`src/inc/twt_pkg.sv`:
```
// Constants shared by the two-wire target register bank and its bench.
// Assumes a 32-bit classic Wishbone slave with byte addresses.
`default_nettype none
package twt_pkg;
  localparam int unsigned ADR_W = 12;
  localparam int unsigned CNT_W = 13;
  localparam logic [11:0] OFS_IRQ_SET = 12'h304;
  localparam logic [11:0] OFS_IRQ_CLR = 12'h308;
  localparam logic [11:0] OFS_ERR = 12'h4d0;
  localparam logic [11:0] OFS_MATCH = 12'h4d4;
  localparam logic [11:0] OFS_ON = 12'h500;
  localparam logic [11:0] OFS_SCL_SEL = 12'h508;
  localparam logic [11:0] OFS_SDA_SEL = 12'h50c;
  localparam logic [11:0] OFS_RX_PTR = 12'h534;
  localparam logic [11:0] OFS_RX_LIM = 12'h538;
  localparam logic [11:0] OFS_RX_CNT = 12'h53c;
  localparam logic [11:0] OFS_RX_LIST = 12'h540;
  localparam logic [11:0] OFS_TX_PTR = 12'h544;
  localparam logic [11:0] OFS_TX_LIM = 12'h548;
  localparam logic [11:0] OFS_TX_CNT = 12'h54c;
  localparam logic [11:0] OFS_TX_LIST = 12'h550;
  localparam logic [11:0] OFS_EVT = 12'h600;
  // Event bit positions, shared by the event status and enable registers.
  localparam int unsigned EV_STOPPED = 0;
  localparam int unsigned EV_ERROR = 9;
  localparam int unsigned EV_RX_BEGUN = 19;
  localparam int unsigned EV_TX_BEGUN = 20;
  localparam int unsigned EV_WRITE = 25;
  localparam int unsigned EV_READ = 26;
  localparam logic [31:0] EV_MASK = 32'h0618_0201;
  // Error cause bit positions.
  localparam int unsigned ER_OVERFLOW = 0;
  localparam int unsigned ER_DATA_NACK = 1;
  localparam int unsigned ER_OVER_READ = 2;
  localparam int unsigned PIN_LSB = 0;
  localparam int unsigned PIN_W = 5;
  localparam int unsigned CONNECT_BIT = 31;
  localparam int unsigned ON_W = 4;
  // Value of the enable field that switches the target on; arbitrary choice.
  localparam logic [3:0] ON_VALUE = 4'h1;
  localparam logic [31:0] RST_ZERO = 32'h0000_0000;
  localparam logic [31:0] RST_PIN_SEL = 32'hffff_ffff;
  localparam logic LIST_OFF = 1'b0;
  localparam logic LIST_ARRAY = 1'b1;
endpackage
`default_nettype wire

```
`src/logic/twt_chan_count.sv`:
```
// Byte counter of one transfer channel of the two-wire target.
// Assumes start and step come from logic on the same clock.
`default_nettype none
module twt_chan_count (
  input wire logic clk_i,
  input wire logic rst_i,
  input wire logic start_i,
  input wire logic step_i,
  input wire logic [12:0] limit_i,
  output logic [12:0] count_o,
  output logic room_o
);
  typedef struct packed {
    logic [12:0] cnt;
  } twt_chan_state_t;

  twt_chan_state_t st_ff;
  twt_chan_state_t nxt_st;

  always_comb begin
    nxt_st = st_ff;
    if (start_i) begin
      nxt_st.cnt = 13'h0000;
    end else if (step_i) begin
      nxt_st.cnt = 13'(st_ff.cnt + 13'h0001);
    end
  end

  always_ff @(posedge clk_i) begin
    if (rst_i) begin
      st_ff <= '0;
    end else begin
      st_ff <= nxt_st;
    end
  end

  assign count_o = st_ff.cnt;
  // A limit of zero leaves no room at all.
  assign room_o = (st_ff.cnt < limit_i);
endmodule // twt_chan_count
`default_nettype wire

```
`src/logic/twt_regs.sv`:
```
// Register bank of the two-wire target: Wishbone slave, error and event
// flags, pin selection and the receive and transmit buffer channels.
// Assumes the protocol engine drives its strobes on clk_i, one cycle each.
//
// Our own choice: the Wishbone slave port.
`default_nettype none
module twt_regs (
  input wire logic clk_i,
  input wire logic rst_i,
  input wire logic wb_cyc_i,
  input wire logic wb_stb_i,
  input wire logic wb_we_i,
  input wire logic [11:0] wb_adr_i,
  input wire logic [3:0] wb_sel_i,
  input wire logic [31:0] wb_dat_i,
  output logic [31:0] wb_dat_o,
  output logic wb_ack_o,
  input wire logic write_cmd_i,
  input wire logic read_cmd_i,
  input wire logic stopped_i,
  input wire logic addr_hit_i,
  input wire logic addr_hit_idx_i,
  input wire logic rx_valid_i,
  input wire logic [7:0] rx_data_i,
  input wire logic data_nack_i,
  input wire logic tx_req_i,
  output logic irq_o,
  output logic target_on_o,
  output logic [4:0] scl_pin_o,
  output logic scl_disconnect_o,
  output logic [4:0] sda_pin_o,
  output logic sda_disconnect_o,
  output logic dma_wr_o,
  output logic dma_rd_o,
  output logic [31:0] dma_addr_o,
  output logic [7:0] dma_wdata_o,
  output logic tx_past_end_o
);
  typedef struct packed {
    logic [31:0] irq_enable_word;
    logic [31:0] evt;
    logic [2:0] error_cause;
    logic [1:0] hit;
    logic [3:0] on;
    // Decoded enable, kept in a flop so the pin-facing level is registered.
    logic is_on;
    logic [31:0] scl_sel;
    logic [31:0] sda_sel;
    logic [31:0] rx_ptr;
    logic [12:0] rx_lim;
    logic rx_list;
    logic [31:0] tx_ptr;
    logic [12:0] tx_lim;
    logic tx_list;
    logic ack;
    logic [31:0] rdata;
    logic irq;
    logic dma_wr;
    logic dma_rd;
    logic [31:0] dma_addr;
    logic [7:0] dma_wdata;
    logic past_end;
  } twt_state_t;

  twt_state_t st_ff;
  twt_state_t nxt_st;

  logic [12:0] rx_cnt;
  logic [12:0] tx_cnt;
  logic rx_room;
  logic tx_room;
  logic on;
  logic rx_start;
  logic tx_start;
  logic rx_store;
  logic tx_fetch;

  // Bus access taken once per request; ack blocks a second take.
  logic acc;
  logic wr;
  logic [31:0] lane;
  logic [31:0] wmask;

  assign acc = wb_cyc_i & wb_stb_i & ~st_ff.ack;
  assign wr = acc & wb_we_i;
  assign lane = {{8{wb_sel_i[3]}}, {8{wb_sel_i[2]}},
                 {8{wb_sel_i[1]}}, {8{wb_sel_i[0]}}};
  assign wmask = wb_dat_i & lane;

  // Engine strobes count only while the target is switched on.
  assign on = (st_ff.on == twt_pkg::ON_VALUE);
  assign rx_start = on & write_cmd_i;
  assign tx_start = on & read_cmd_i;
  assign rx_store = on & rx_valid_i & rx_room & ~rx_start;
  assign tx_fetch = on & tx_req_i & tx_room & ~tx_start;

  twt_chan_count u_rx_count (
    .clk_i(clk_i),
    .rst_i(rst_i),
    .start_i(rx_start),
    .step_i(rx_store),
    .limit_i(st_ff.rx_lim),
    .count_o(rx_cnt),
    .room_o(rx_room)
  );

  twt_chan_count u_tx_count (
    .clk_i(clk_i),
    .rst_i(rst_i),
    .start_i(tx_start),
    .step_i(tx_fetch),
    .limit_i(st_ff.tx_lim),
    .count_o(tx_cnt),
    .room_o(tx_room)
  );

  function automatic logic [31:0] merge(input logic [31:0] old,
                                        input logic [31:0] val,
                                        input logic [31:0] ln);
    merge = (old & ~ln) | (val & ln);
  endfunction

  function automatic logic [31:0] pad13(input logic [12:0] v);
    pad13 = {19'h00000, v};
  endfunction

  always_comb begin
    logic [31:0] ev_set;
    logic [2:0] er_set;
    logic [31:0] tmp;
    ev_set = 32'h0000_0000;
    er_set = 3'h0;
    tmp = 32'h0000_0000;
    nxt_st = st_ff;
    nxt_st.ack = acc;
    nxt_st.dma_wr = 1'b0;
    nxt_st.dma_rd = 1'b0;
    nxt_st.past_end = 1'b0;

    // Hardware events, gathered before software clears.
    er_set[twt_pkg::ER_OVERFLOW] = on & rx_valid_i & ~rx_room
                                   & ~rx_start;
    er_set[twt_pkg::ER_DATA_NACK] = on & data_nack_i;
    er_set[twt_pkg::ER_OVER_READ] = on & tx_req_i & ~tx_room
                                    & ~tx_start;
    ev_set[twt_pkg::EV_STOPPED] = on & stopped_i;
    ev_set[twt_pkg::EV_ERROR] = |er_set;
    ev_set[twt_pkg::EV_RX_BEGUN] = rx_start;
    ev_set[twt_pkg::EV_WRITE] = rx_start;
    ev_set[twt_pkg::EV_TX_BEGUN] = tx_start;
    ev_set[twt_pkg::EV_READ] = tx_start;

    if (rx_store) begin
      nxt_st.dma_wr = 1'b1;
      nxt_st.dma_addr = st_ff.rx_ptr + pad13(rx_cnt);
      nxt_st.dma_wdata = rx_data_i;
    end else if (tx_fetch) begin
      nxt_st.dma_rd = 1'b1;
      nxt_st.dma_addr = st_ff.tx_ptr + pad13(tx_cnt);
    end
    // The engine sends its filler byte when this pulse comes back.
    nxt_st.past_end = er_set[twt_pkg::ER_OVER_READ];

    if (on & addr_hit_i) begin
      nxt_st.hit = addr_hit_idx_i ? 2'h2 : 2'h1;
    end

    // Register writes; set by hardware wins over a clearing write.
    if (wr) begin
      case (wb_adr_i)
        twt_pkg::OFS_IRQ_SET: begin
          nxt_st.irq_enable_word = st_ff.irq_enable_word
                                   | (wmask & twt_pkg::EV_MASK);
        end
        twt_pkg::OFS_IRQ_CLR: begin
          nxt_st.irq_enable_word = st_ff.irq_enable_word
                                   & ~wmask;
        end
        twt_pkg::OFS_ERR: begin
          nxt_st.error_cause = st_ff.error_cause & ~wmask[2:0];
        end
        twt_pkg::OFS_EVT: begin
          nxt_st.evt = st_ff.evt & ~wmask;
        end
        twt_pkg::OFS_ON: begin
          tmp = merge({28'h0000000, st_ff.on}, wb_dat_i, lane);
          nxt_st.on = tmp[3:0];
        end
        twt_pkg::OFS_SCL_SEL: begin
          nxt_st.scl_sel = merge(st_ff.scl_sel, wb_dat_i, lane);
        end
        twt_pkg::OFS_SDA_SEL: begin
          nxt_st.sda_sel = merge(st_ff.sda_sel, wb_dat_i, lane);
        end
        twt_pkg::OFS_RX_PTR: begin
          nxt_st.rx_ptr = merge(st_ff.rx_ptr, wb_dat_i, lane);
        end
        twt_pkg::OFS_RX_LIM: begin
          tmp = merge(pad13(st_ff.rx_lim), wb_dat_i, lane);
          nxt_st.rx_lim = tmp[12:0];
        end
        twt_pkg::OFS_RX_LIST: begin
          if (wb_sel_i[0]) begin
            nxt_st.rx_list = wb_dat_i[0];
          end
        end
        twt_pkg::OFS_TX_PTR: begin
          nxt_st.tx_ptr = merge(st_ff.tx_ptr, wb_dat_i, lane);
        end
        twt_pkg::OFS_TX_LIM: begin
          tmp = merge(pad13(st_ff.tx_lim), wb_dat_i, lane);
          nxt_st.tx_lim = tmp[12:0];
        end
        twt_pkg::OFS_TX_LIST: begin
          if (wb_sel_i[0]) begin
            nxt_st.tx_list = wb_dat_i[0];
          end
        end
        default: begin
          // Read-only and unmapped words ignore writes.
          nxt_st.hit = nxt_st.hit;
        end
      endcase
    end
    nxt_st.error_cause = nxt_st.error_cause | er_set;
    nxt_st.evt = nxt_st.evt | (ev_set & twt_pkg::EV_MASK);

    // The pin-facing enable is the decoded field, so a value other than the
    // on value reads as off here just as it does for the engine strobes.
    nxt_st.is_on = (nxt_st.on == twt_pkg::ON_VALUE);

    // Read data is captured with the ack; unmapped words read zero.
    nxt_st.rdata = 32'h0000_0000;
    if (acc & ~wb_we_i) begin
      case (wb_adr_i)
        twt_pkg::OFS_IRQ_SET: begin
          nxt_st.rdata = st_ff.irq_enable_word;
        end
        twt_pkg::OFS_IRQ_CLR: begin
          nxt_st.rdata = st_ff.irq_enable_word;
        end
        twt_pkg::OFS_ERR: begin
          nxt_st.rdata = {29'h0000000, st_ff.error_cause};
        end
        twt_pkg::OFS_EVT: begin
          nxt_st.rdata = st_ff.evt;
        end
        twt_pkg::OFS_MATCH: begin
          nxt_st.rdata = {30'h00000000, st_ff.hit};
        end
        twt_pkg::OFS_ON: begin
          nxt_st.rdata = {28'h0000000, st_ff.on};
        end
        twt_pkg::OFS_SCL_SEL: begin
          nxt_st.rdata = st_ff.scl_sel;
        end
        twt_pkg::OFS_SDA_SEL: begin
          nxt_st.rdata = st_ff.sda_sel;
        end
        twt_pkg::OFS_RX_PTR: begin
          nxt_st.rdata = st_ff.rx_ptr;
        end
        twt_pkg::OFS_RX_LIM: begin
          nxt_st.rdata = pad13(st_ff.rx_lim);
        end
        twt_pkg::OFS_RX_CNT: begin
          nxt_st.rdata = pad13(rx_cnt);
        end
        twt_pkg::OFS_RX_LIST: begin
          nxt_st.rdata = {31'h00000000, st_ff.rx_list};
        end
        twt_pkg::OFS_TX_PTR: begin
          nxt_st.rdata = st_ff.tx_ptr;
        end
        twt_pkg::OFS_TX_LIM: begin
          nxt_st.rdata = pad13(st_ff.tx_lim);
        end
        twt_pkg::OFS_TX_CNT: begin
          nxt_st.rdata = pad13(tx_cnt);
        end
        twt_pkg::OFS_TX_LIST: begin
          nxt_st.rdata = {31'h00000000, st_ff.tx_list};
        end
        default: begin
          nxt_st.rdata = 32'h0000_0000;
        end
      endcase
    end

    // Level interrupt is registered from the next flags, so it changes in the same cycle as they do.
    nxt_st.irq = |(nxt_st.evt & nxt_st.irq_enable_word);
  end

  always_ff @(posedge clk_i) begin
    if (rst_i) begin
      st_ff <= '0;
      st_ff.scl_sel <= twt_pkg::RST_PIN_SEL;
      st_ff.sda_sel <= twt_pkg::RST_PIN_SEL;
      st_ff.rx_ptr <= twt_pkg::RST_ZERO;
      st_ff.tx_ptr <= twt_pkg::RST_ZERO;
      st_ff.rx_list <= twt_pkg::LIST_OFF;
      st_ff.tx_list <= twt_pkg::LIST_OFF;
    end else begin
      st_ff <= nxt_st;
    end
  end

  assign wb_dat_o = st_ff.rdata;
  assign wb_ack_o = st_ff.ack;
  assign irq_o = st_ff.irq;
  assign target_on_o = st_ff.is_on;
  assign scl_pin_o = st_ff.scl_sel[4:0];
  assign scl_disconnect_o = st_ff.scl_sel[31];
  assign sda_pin_o = st_ff.sda_sel[4:0];
  assign sda_disconnect_o = st_ff.sda_sel[31];
  assign dma_wr_o = st_ff.dma_wr;
  assign dma_rd_o = st_ff.dma_rd;
  assign dma_addr_o = st_ff.dma_addr;
  assign dma_wdata_o = st_ff.dma_wdata;
  assign tx_past_end_o = st_ff.past_end;
endmodule // twt_regs
`default_nettype wire

```
`config.mk`:
```
export PLATFORM = sky130hd
export DESIGN_NAME = twt_regs
export DESIGN_NICKNAME = d
export VERILOG_FILES = /design/src/inc/twt_pkg.sv /design/src/logic/twt_chan_count.sv /design/src/logic/twt_regs.sv
export SDC_FILE = /design/constraint.sdc
export NUM_CORES = 1
export LEC_CHECK = 0
export ABC_AREA = 1
export BUFFER_PORTS_ARGS = -buffer_cell sky130_fd_sc_hd__buf_2
export CORE_ASPECT_RATIO = 1.25
export CORE_MARGIN = 5
export CORE_UTILIZATION = 50
export CTS_CLUSTER_DIAMETER = 30
export CTS_CLUSTER_SIZE = 12
export DETAILED_ROUTE_END_ITERATION = 12
export PLACE_DENSITY = 0.74
export SLEW_MARGIN = 20
export SYNTH_ARGS = -nofsm -noshare
export SYNTH_HDL_FRONTEND = slang
export SYNTH_SLANG_ARGS = --single-unit
```
`constraint.sdc`:
```
create_clock -name clk_i -period 3.3 [get_ports clk_i]
set_clock_uncertainty 0.2 [all_clocks]
set_input_delay 0.495 -clock clk_i [delete_from_list [all_inputs] [get_ports clk_i]]
set_output_delay 0.495 -clock clk_i [all_outputs]
set_load 0.03 [all_outputs]
```
# Word-level counts from Yosys, hierarchy flattened
# Cells that the tools add are included.
[op_classes]
bitwise_logic = 51
n_shift = 0
n_lt_le_gt_ge = 2
mul = 0
muxes = 11
add_sub_neg = 4
div = 0
reduce_logical = 16
eq_ne = 18
[ops]
columns = ["cell", "n"]
rows = [
  ["32-bit one-hot mux with 15 select lines", 1],
  ["32-bit bitwise AND", 8],
  ["12-bit by 11-bit == test with 1-bit output (second input constant)", 14],
  ["32-bit OR", 4],
  ["73-bit 2-to-1 mux", 1],
  ["32-bit by 13-bit adder with 32-bit output", 2],
  ["32-bit 2-to-1 mux", 2],
  ["32-bit NOT", 2],
  ["32-bit by 27-bit OR with 32-bit output", 2],
  ["32-bit one-hot mux with 2 select lines", 1],
  ["33-bit 2-to-1 mux", 1],
  ["32-bit OR reduction", 1],
  ["13-bit by 1-bit adder with 13-bit output (second input constant)", 2],
  ["13-bit bitwise AND", 2],
  ["13-bit less-than comparator", 2],
  ["13-bit OR", 2],
  ["12-bit by 10-bit == test with 1-bit output (second input constant)", 2],
  ["1-bit bitwise AND", 19],
  ["2-bit AND reduction", 6],
  ["2-bit OR reduction", 5],
  ["4-bit by 1-bit == test with 1-bit output (second input constant)", 2],
  ["1-bit NOT", 7],
  ["3-bit AND reduction", 2],
  ["4-bit bitwise AND", 1],
  ["other kinds (10)", 11],
]
[totals]
n_memories = 0
latch_bits = 0
word_cells = 126
register_bits = 333
input_bits = 69
romBits = 0
output_inout_bits = 90
ram_bits = 0

# Logic depth before layout (Yosys ltp)
# Gate-level depths: netlist (run 1).
[depth]
ltp_word = 8
mapped_depth = 18
depth_no_buf = 16

# Cells and area by module
# Synthesis (run 1) repeated with hierarchy kept, for this count alone.
[hier_totals]
cells_unflattened = 2626
area_unflattened_um2 = 17833.4
[by_module_without_submodules]
columns = ["mod", "n_inst", "cells_each", "area_each_um2"]
rows = [
  ["twt_regs", 1, 2334, 15929.0],
  ["twt_chan_count", 2, 146, 952.2],
]

# Worst setup path before layout (run 1)
# No wires, ideal clock.
[synth_timing]
path_type = "register to register"
startpoint = "reg u_rx_count.st_ff (netlist bit u_rx_count.count_o[0])"
endpoint = "reg st_ff (netlist bit dma_addr_o[20])"
path_stages_with_launch = 14
period_less_slack_ps = 2345
arrival_ps = 2035
t_required_ps = 2990
path_slack_ps = 955
path_cell_list = "dfxtp_1 ha_1 inv_1 fa_1 o21ai_0 nand2_1 nand2_1 nand3_1 nand2_1 nand2_1 o211ai_1 nand3_1 nand2_1 inv_1"
[synth_via]
elab_chain_len = 4
[synth_lines]
columns = ["item", "line_no", "text"]
rows = [
  ["start: declaration", "twt_chan_count.sv:17", "twt_chan_state_t st_ff;"],
  ["start signal: assignment", "twt_chan_count.sv:33", "st_ff <= nxt_st;"],
  ["13-bit less-than comparator", "twt_chan_count.sv:39", "assign room_o = (st_ff.cnt < limit_i);"],
  ["1-bit bitwise AND (2 in series)", "twt_regs.sv:94", "assign rx_store = on & rx_valid_i & rx_room & ~rx_start;"],
  ["32-bit 2-to-1 mux / 2-bit nonzero test (equally long branches)", "n/a", ""],
  ["end signal: assignment", "twt_regs.sv:304", "st_ff <= nxt_st;"],
  ["end: declaration", "twt_regs.sv:65", "twt_state_t st_ff;"],
]
# Several ways; a longest one is shown, not always the timed one.
# A chain may end at the register's enable or synchronous reset.

# Worst setup path after layout (run 1)
[layout_timing]
startpoint = "reg u_rx_count.st_ff (netlist bit u_rx_count.count_o[1])"
endpoint = "reg st_ff (netlist bit dma_addr_o[30])"
# The elaborated chain is that of the path after synthesis.

==> results of run 1 <==
[layout by cell type, fill, tap and decap left out, types with 24 or more instances in the layout]
cell and count:
clkbuf_16 69, nor3_1 48, o211ai_1 26, buf_4 42
nand4_1 28, o21ai_0 131, o221ai_1 24, nor2_1 281
buf_2 157, inv_1 277, nand2_1 780, dfxtp_1 333
a21oi_1 239, nand3_1 151, ha_1 52
[cell families after synthesis]
logic type / count (synthesis)
AOI/OAI and AO/OA: 486
adders and majority gates: 54
xor gates and xnor gates: 30
DFF: 333
buffers and inverters: 466
and+or+nand+nor: 1340
[final cells by class]
class / count / share of cell area [%]
repair buffers: 221 / 6.31
clock inverters: 49 / 3.09
well taps: 480 / 2.80
multi-input cells: 1910 / 43.3
inverters: 287 / 5.03
clock buffers: 78 / 8.40
flip-flops and latches: 333 / 31.1
[Yosys cell counts (all sizes together) (2+ instances only)]
cell type  number  area [sq um]
a211oi         22           165
a21oi         239          1200
a221oi          3          26.3
a22oi           3          22.5
a31oi           5          31.3
and2            2          12.5
buf           138           921
clkbuf         41           154
clkinv          2          7.51
dfxtp         333          6670
fa              2          40.0
ha             52           651
inv           285          1070
nand2         787          2980
nand3         156           806
nand3b          4          30.0
nand4          30           218
nor2          294          1170
nor3           50           267
nor4            7          56.3
o211ai         26           195
o21a            2          15.0
o21ai         143           719
o21bai          2          15.0
o221ai         24           210
o22ai          14          87.6
or2             8          50.1
xnor2           7          61.3
xor2           23           201
[per-stage QoR]
step | util, % | std cells | hold WS, ns | cell area, sq um
after CTS | 59.5 | 3358 | 0.00183 | 21400
after detailed placement | 52.2 | 3213 | 0.253 | 18800
after global routing | 59.5 | 3358 | 0.00691 | 21400
after floorplan | - | 2709 | 0.240 | 18100
final | 59.5 | 3358 | 0.0196 | 21400
after global placement | 52.2 | 3213 | 0.249 | 18800
[worst max path at each step]
| stage | start | endpoint | slack [ns] | depth (start not counted) |
|---|---|---|---|---|
| 5_1_grt | u_rx_count.count_o[1]$_SDFFE_PP0P_ | dma_addr_o[30]$_SDFFE_PP0P_ | 0.15 | 13 |
| 3_5_place_dp | u_rx_count.count_o[1]$_SDFFE_PP0P_ | dma_addr_o[30]$_SDFFE_PP0P_ | 0.36 | 13 |
| 3_3_place_gp | u_rx_count.count_o[1]$_SDFFE_PP0P_ | dma_addr_o[30]$_SDFFE_PP0P_ | 0.41 | 13 |
| 2_1_floorplan | u_rx_count.count_o[0]$_SDFFE_PP0P_ | dma_addr_o[20]$_SDFFE_PP0P_ | 0.95 | 13 |
| 6_report | u_rx_count.count_o[1]$_SDFFE_PP0P_ | dma_addr_o[30]$_SDFFE_PP0P_ | 0.28 | 13 |
| 4_1_cts | u_rx_count.count_o[1]$_SDFFE_PP0P_ | dma_addr_o[30]$_SDFFE_PP0P_ | 0.33 | 13 |
[per-layer routing]
metal  part of all wire (%)  up-vias
li1                       -     8968
met1                     36     8818
met2                     46      993
met3                    6.4      323
met4                     11        0
met5                      0        -
[critical path, cell delays in order, from the launching register on]
cell and delay (ns):
dfxtp_1 0.55, inv_1 0.16, fa_1 0.45, o21ai_0 0.21, buf_4 0.17, nand2_1 0.05
nand2_1 0.15, nand3_1 0.10, nand2_1 0.19, a21oi_1 0.09, o21ai_0 0.35, nand3_1 0.12
nand2_1 0.08, inv_1 0.04
[power by group through the flow]
stage | clock, mW | sequential (mW) | combinational, mW
after floorplan | 0 | 4.11 | 0.124
after global placement | 0 | 4.11 | 0.241
after detailed placement | 0 | 4.11 | 0.244
after CTS | 7.36 | 4.03 | 0.262
after global routing | 7.58 | 4.03 | 0.285
final | 7.31 | 4.03 | 0.268
[repair_timing]
action,CTS,global route
hold endpoints to repair,23,0
hold buffers,18,0
setup buffers,0,0
resized for setup,0,0
==> metrics.md, run 1 <==
| Metric | Value |
|---|---|
| Status | `complete, no violations` |
| Pin count of the biggest net entering global routing | `114` |
| GR Util met1 | `a little over a third` |
| Max frequency | `approximately 330 MHz` |
| Synthesized flop and latch total | `333` |
| Pre-CTS setup slack | `0.363 ns` |
| Mux contribution to synthesized area | `0%` |
| Min Tclk post-route | `3.02 ns` |
| Switch Pwr | `2.66 mW` |
| Int Pwr | `8.95 mW` |
| Routed via count | `19.1k` |
| Synth Area per Inst | `6.68 sq um` |
| Worst Slack Setup Final | `around 0.28 ns` |
| Clock Power Share | `63.0%` |
| Initial antenna violation count | `1` |
| H-tree depth | `3` |
| Final ANT Viol Nets | `0` |
| Fillers | `~3.4k` |
| CP required | `3.56 ns` |
| Routed WL | `68,300 um` |
| Power Density | `542 nW/um^2` |
| Sequential area share after synthesis | `36.9%` |
| Pre-Repair DR Iteration Count | `6` |
| Sequential cell area | `6670 sq um` |
| Skew-Pair Late Insertion Delay | `~0.60 ns` |
| Port bufs | `roughly 160` |
| Worst Setup Start Kind | `flip-flop` |
| Clock root buffer | `clkbuf_16` |
| TritonCTS clock tree | `built` |
| Worst slew margin | `~49%` |
| Final setup fails | `0` |
| Final count of hold timing violations | `0` |
| Wire per inst | `between 20 and 25 um` |
| Synth Area in Compound Gates | `15.0%` |
| Ys Warns | `0` |
| Die H | `223 um` |
| Multi-input gate area | `9270 sq um` |
| Async set-reset flop share out of synthesis | `0%` |
| Crit end category | `flip-flop` |
| Core area | `36,000 sq um` |
| Cell area after synthesis | `18,100 sq um` |
| R2R Setup Slk | `0.28 ns` |
| First-pass GRT wire length | `103,000 um` |
| Total GRT Usage | `about a third` |
| Vias per Instance | `5.69` |
| Main combinational cell family by area after synthesis | `simple AND/OR/NAND/NOR gates` |
| Critical path class | `reg2reg` |
| Min-delay worst type | `in2reg` |
| Layout cell share with drive strength beyond 1 | `approximately an eighth` |
| Signal arrival time at the worst endpoint | `3.28 ns` |
| Yosys cell types | `50` |
| Reg-to-Reg End | `dma_addr_o[30]$_SDFFE_PP0P_` |
| Adder-cell share of the synthesized area | `3.82%` |
| Overall power | `~12 mW` |
| Final nets | `between 2k and 3k` |
| Cts bufs inserted | `69` |
| Actual slew at the worst max-slew pin | `around 0.77 ns` |
| Ant diodes | `0` |
| Static Leak | `approximately 9.1 nW` |
| Sw Ratio | `22.9%` |
| R2R cell count | `13` |
| Flop pwr share | `34.7%` |
| Die Area | `around 40,000 sq um` |
| GR Util met2 | `53.5%` |
| Initial core utilization | `50.2%` |
| RSZ-0062 raised after global routing | `false` |
| Reg-to-Reg Start | `u_rx_count.count_o[1]$_SDFFE_PP0P_` |
| WHS Path Cells | `3` |
| Net Count, Synth | `roughly 2.8k` |
| Max FO, Critical Path | `5` |
| Total gr overflow | `0` |
| Routability cong. | `0.992` |
| Cell row count | `78` |
| XOR/XNOR Fraction of Synth Area | `1.45%` |
| Chip width | `180 um` |
| DP HPWL | `about 50,000 um` |
| Io pins | `159` |
| Vias in the first global route | `approximately 19k` |
| Drt initial violations | `about 2.0k` |
| CTS max path bufs | `3` |
| Peak VDD IR | `0.439 mV` |
| Worst Min Path Start | `wb_dat_i[19]` |
| Comb pwr share | `2.3%` |
| Area delta synth->final | `18.5%` |
| Busiest grt layer | `met2` |
| Met3 Resource Use GR | `4.95%` |
| Final slew viol count | `0` |
| CTS sink cnt | `~330` |
| Post-Syn Instances | `2,709` |
| Simple-gate area share of the yosys netlist | `between 30% and 40%` |
| CTS clk-pin slew, worst paths | `0.05 ns` |
| Final worst-path cycle share | `91.6%` |
| Final setup TNS | `0 ns` |
| Most used DFF post-synth | `dfxtp_1` |
| Max-Cap Viols | `0` |
| Post-synth EDFFs | `0` |
| # DRC | `0` |
Note: power is estimated with default switching activity, not from simulation.
==> inputs of run 2 (changes only) <==
Settings changed: CORE_MARGIN 5 to not set.
Clock period 3.3 ns to 3.63 ns, I/O delays scaled along.
==> run 2 against run 1 <==
Compared with the run above:
- sequential share of layout area is 0.42 points higher
- cell count is 0.60% lower
- register-to-register slack gained 0.30 ns
- largest cell class unchanged
- final area decreased by 1.3%
- sequential power fell by 9.2%
- clock-buffer cell count increased by 7
- setup slack gained 0.30 ns
- highest routed layer unchanged
- routed wire length fell by 2.3%
==> metrics.md, run 2 (synthesized netlist as in run 1, its figures left out) <==
| Metric | Value |
|---|---|
| Final setup fails | `0 (unchanged)` |
| TritonCTS clock tree | `built (unchanged)` |
| R2R cell count | `13 (unchanged)` |
| Crit end category | `flip-flop (unchanged)` |
| Worst Setup Start Kind | `flip-flop (unchanged)` |
| Delay-heaviest family, CP | `simple AND/OR/NAND/NOR gates (unchanged)` |
| Final ANT Viol Nets | `0 (unchanged)` |
| Final slew viol count | `0 (unchanged)` |
| Pin count of the biggest net entering global routing | `92 (was 114)` |
| Reg-to-Reg End | `dma_addr_o[18]$_SDFFE_PP0P_ (was dma_addr_o[30]$_SDFFE_PP0P_)` |
| Max-Cap Viols | `0 (unchanged)` |
| Fillers | `3,411 (was 3,356)` |
| Commonest non-fill, non-tap cells in the layout | `nand2_1, dfxtp_1, nor2_1, inv_1, a21oi_1 (unchanged)` |
| RSZ-0062 raised after global routing | `false (unchanged)` |
| Worst setup path end | `dma_addr_o[18]$_SDFFE_PP0P_ (was dma_addr_o[30]$_SDFFE_PP0P_)` |
| Die H | `215 um (was 223 um)` |
| Min-delay worst type | `in2reg (unchanged)` |
| CP bufs+invs | `2 (was 3)` |
| Routability cong. | `1.03 (was 0.992)` |
| CTS max path bufs | `3 (unchanged)` |
| # DRC | `0 (unchanged)` |
| Layout cell share with drive strength beyond 1 | `12.7% (was 13.0%)` |
| Pre-Repair DR Iteration Count | `8 (was 6)` |
| Total gr overflow | `0 (unchanged)` |
| Critical path class | `reg2reg (unchanged)` |
| Drt initial violations | `1,778 (was 2,015)` |
| Routed via count | `18.9k (was 19.1k)` |
| Final setup TNS | `0 ns (unchanged)` |
| Final nets | `2,931 (was 2,945)` |
| Io pins | `159 (unchanged)` |
| Slowest stage delay, CP | `0.55 ns (about the same)` |
| Most common cell after layout, fill and taps aside | `nand2_1 (unchanged)` |
| Initial antenna violation count | `0 (was 1)` |
| Reg-to-Reg Start | `u_tx_count.count_o[8]$_SDFFE_PP0P_ (was u_rx_count.count_o[1]$_SDFFE_PP0P_)` |
| Ant diodes | `0 (unchanged)` |
| Port bufs | `158 (unchanged)` |
| Skew-Pair Late Insertion Delay | `0.59 ns (was 0.60 ns)` |
| Status | `complete, no violations (unchanged)` |
| Final instance area | `21,100 sq um (was 21,400 sq um)` |
| Signal arrival time at the worst endpoint | `3.31 ns (was 3.28 ns)` |
| Total GRT Usage | `36.5% (was 32.6%)` |
| Power Density | `482 nW/um^2 (was 542 nW/um^2)` |
| Static Leak | `8.98 nW (was 9.11 nW)` |
| Critical path cell sequence | `ha_1, nand2_1, inv_1, o21ai_0, a21oi_1, nor2_1, nand3_2, nand2_1, inv_1, nand2_1, o21ai_0, nor2_1, nor2_1 (was inv_1, fa_1, o21ai_0, buf_4, nand2_1, nand2_1, nand3_1, nand2_1, a21oi_1, o21ai_0, nand3_1, nand2_1, inv_1)` |
| CP max stage cell | `dfxtp_1 (unchanged)` |
| CTS Hold Buffers Added | `9 (was 18)` |
| Worst slew margin | `28.1% (was 49.0%)` |
| CTS clk-pin slew, worst paths | `0.05 ns (about the same)` |
| CP required | `3.89 ns (was 3.56 ns)` |
| CTS sink cnt | `333 (unchanged)` |
| Vias per Instance | `5.67 (was 5.69)` |
| Clock root buffer | `clkbuf_16 (unchanged)` |
| Area delta synth->final | `16.9% (was 18.5%)` |
| Worst setup path start | `u_tx_count.count_o[8]$_SDFFE_PP0P_ (was u_rx_count.count_o[1]$_SDFFE_PP0P_)` |
| Overall power | `10.2 mW (was 11.6 mW)` |
| DP Area | `18,700 sq um (was 18,800 sq um)` |
| First-pass GRT wire length | `102,000 um (was 103,000 um)` |
| Vias in the first global route | `18.3k (was 18.6k)` |
| DP HPWL | `49,500 um (was 50,500 um)` |
| H-tree depth | `3 (unchanged)` |
| Max FO, Critical Path | `29 (was 5)` |
| Post-cts resize count | `0 (unchanged)` |
| Post-CTS Setup Repair Bufs | `0 (unchanged)` |
| Max frequency | `328 MHz (was 331 MHz)` |
| Cell row count | `77 (was 78)` |
| R2R Setup Slk | `0.58 ns (was 0.28 ns)` |
| Final worst-path cycle share | `84.0% (was 91.6%)` |
| Min Tclk post-route | `3.05 ns (was 3.02 ns)` |
| Cell depth of the worst setup path | `13 (unchanged)` |
| Die Area | `36,900 sq um (was 40,100 sq um)` |
| Initial core utilization | `51.0% (was 50.2%)` |
| Core area | `35,500 sq um (was 36,000 sq um)` |
| Wire per inst | `20.0 um (was 20.3 um)` |
| Actual slew at the worst max-slew pin | `1.07 ns (was 0.766 ns)` |
| Peak VDD IR | `0.366 mV (was 0.439 mV)` |
| Final count of hold timing violations | `0 (unchanged)` |
| Routed WL | `66,700 um (was 68,300 um)` |
| Cts bufs inserted | `68 (was 69)` |
| Chip width | `172 um (was 180 um)` |
[run 2: cell types whose count changed in the layout (fill, tap and decap cells not counted), moves of 3 or more]
cell / change
clkinv_2: -3
dlygate4sd3_1: -9
clkbuf_8: +3
bufinv_16: -6
clkbuf_1: +4
[run 2: worst min-delay path by stage]
stage / start / to / slack, ns / depth (start not counted)
3_3_place_gp: st_ff[258]$_SDFF_PP0_ / st_ff[258]$_SDFF_PP0_ / 0.25 / 2
3_5_place_dp: st_ff[245]$_SDFF_PP0_ / st_ff[245]$_SDFF_PP0_ / 0.25 / 2
6_report: wb_dat_i[20] / flip-flop / 0.04 / 3
5_1_grt: wb_dat_i[13] / flip-flop / 0.05 / 3
2_1_floorplan: st_ff[281]$_SDFF_PP0_ / st_ff[281]$_SDFF_PP0_ / 0.24 / 2
4_1_cts: wb_dat_i[20] / flip-flop / 0.04 / 3
[run 2: stage by stage]
stage                     util [%]  setup WS, ns  std cells  hold WS [ns]
after floorplan                  -          1.28       2709         0.240
after global placement        52.8         0.622       3203         0.248
after detailed placement      52.8         0.562       3203         0.253
after CTS                     59.6         0.672       3338        0.0363
after global routing          59.6         0.317       3338        0.0490
final                         59.6         0.582       3338        0.0434
[run 2: report_power, final]
group | leakage [nW] | internal [mW] | switching (mW) | total, mW
clock network | 1.11 | 4.06 | 2.24 | 6.29
registers | 2.68 | 3.66 | 0.000405 | 3.66
logic | 5.19 | 0.0588 | 0.176 | 0.235
total | 8.98 | 7.78 | 2.41 | 10.2
[run 2: worst register-to-register path: stages (launching register included)]
cell	delay, ns
dfxtp_1	0.55
ha_1	0.32
nand2_1	0.07
inv_1	0.04
o21ai_0	0.08
a21oi_1	0.09
nor2_1	0.17
nand3_2	0.30
nand2_1	0.19
inv_1	0.43
nand2_1	0.23
o21ai_0	0.12
nor2_1	0.10
nor2_1	0.04
[run 2: final cells by class]
cell class	count	area (sq um)	share of cell area [%]
clock inverters	41	470	2.23
inverters	287	1080	5.10
well taps	474	593	2.81
repair buffers	208	1210	5.71
clock buffers	85	1860	8.78
flip-flops and latches	333	6670	31.5
multi-input cells	1910	9270	43.8
[run 2: per-layer routing]
layer / up-vias / GRT usage [%] / share of wire, %
li1: 8955 / - / -
met1: 8711 / 41.0 / 36
met2: 975 / 59.4 / 47
met3: 278 / 6.29 / 7.6
met4: 0 / 30.8 / 9.4
met5: - / 0 / 0
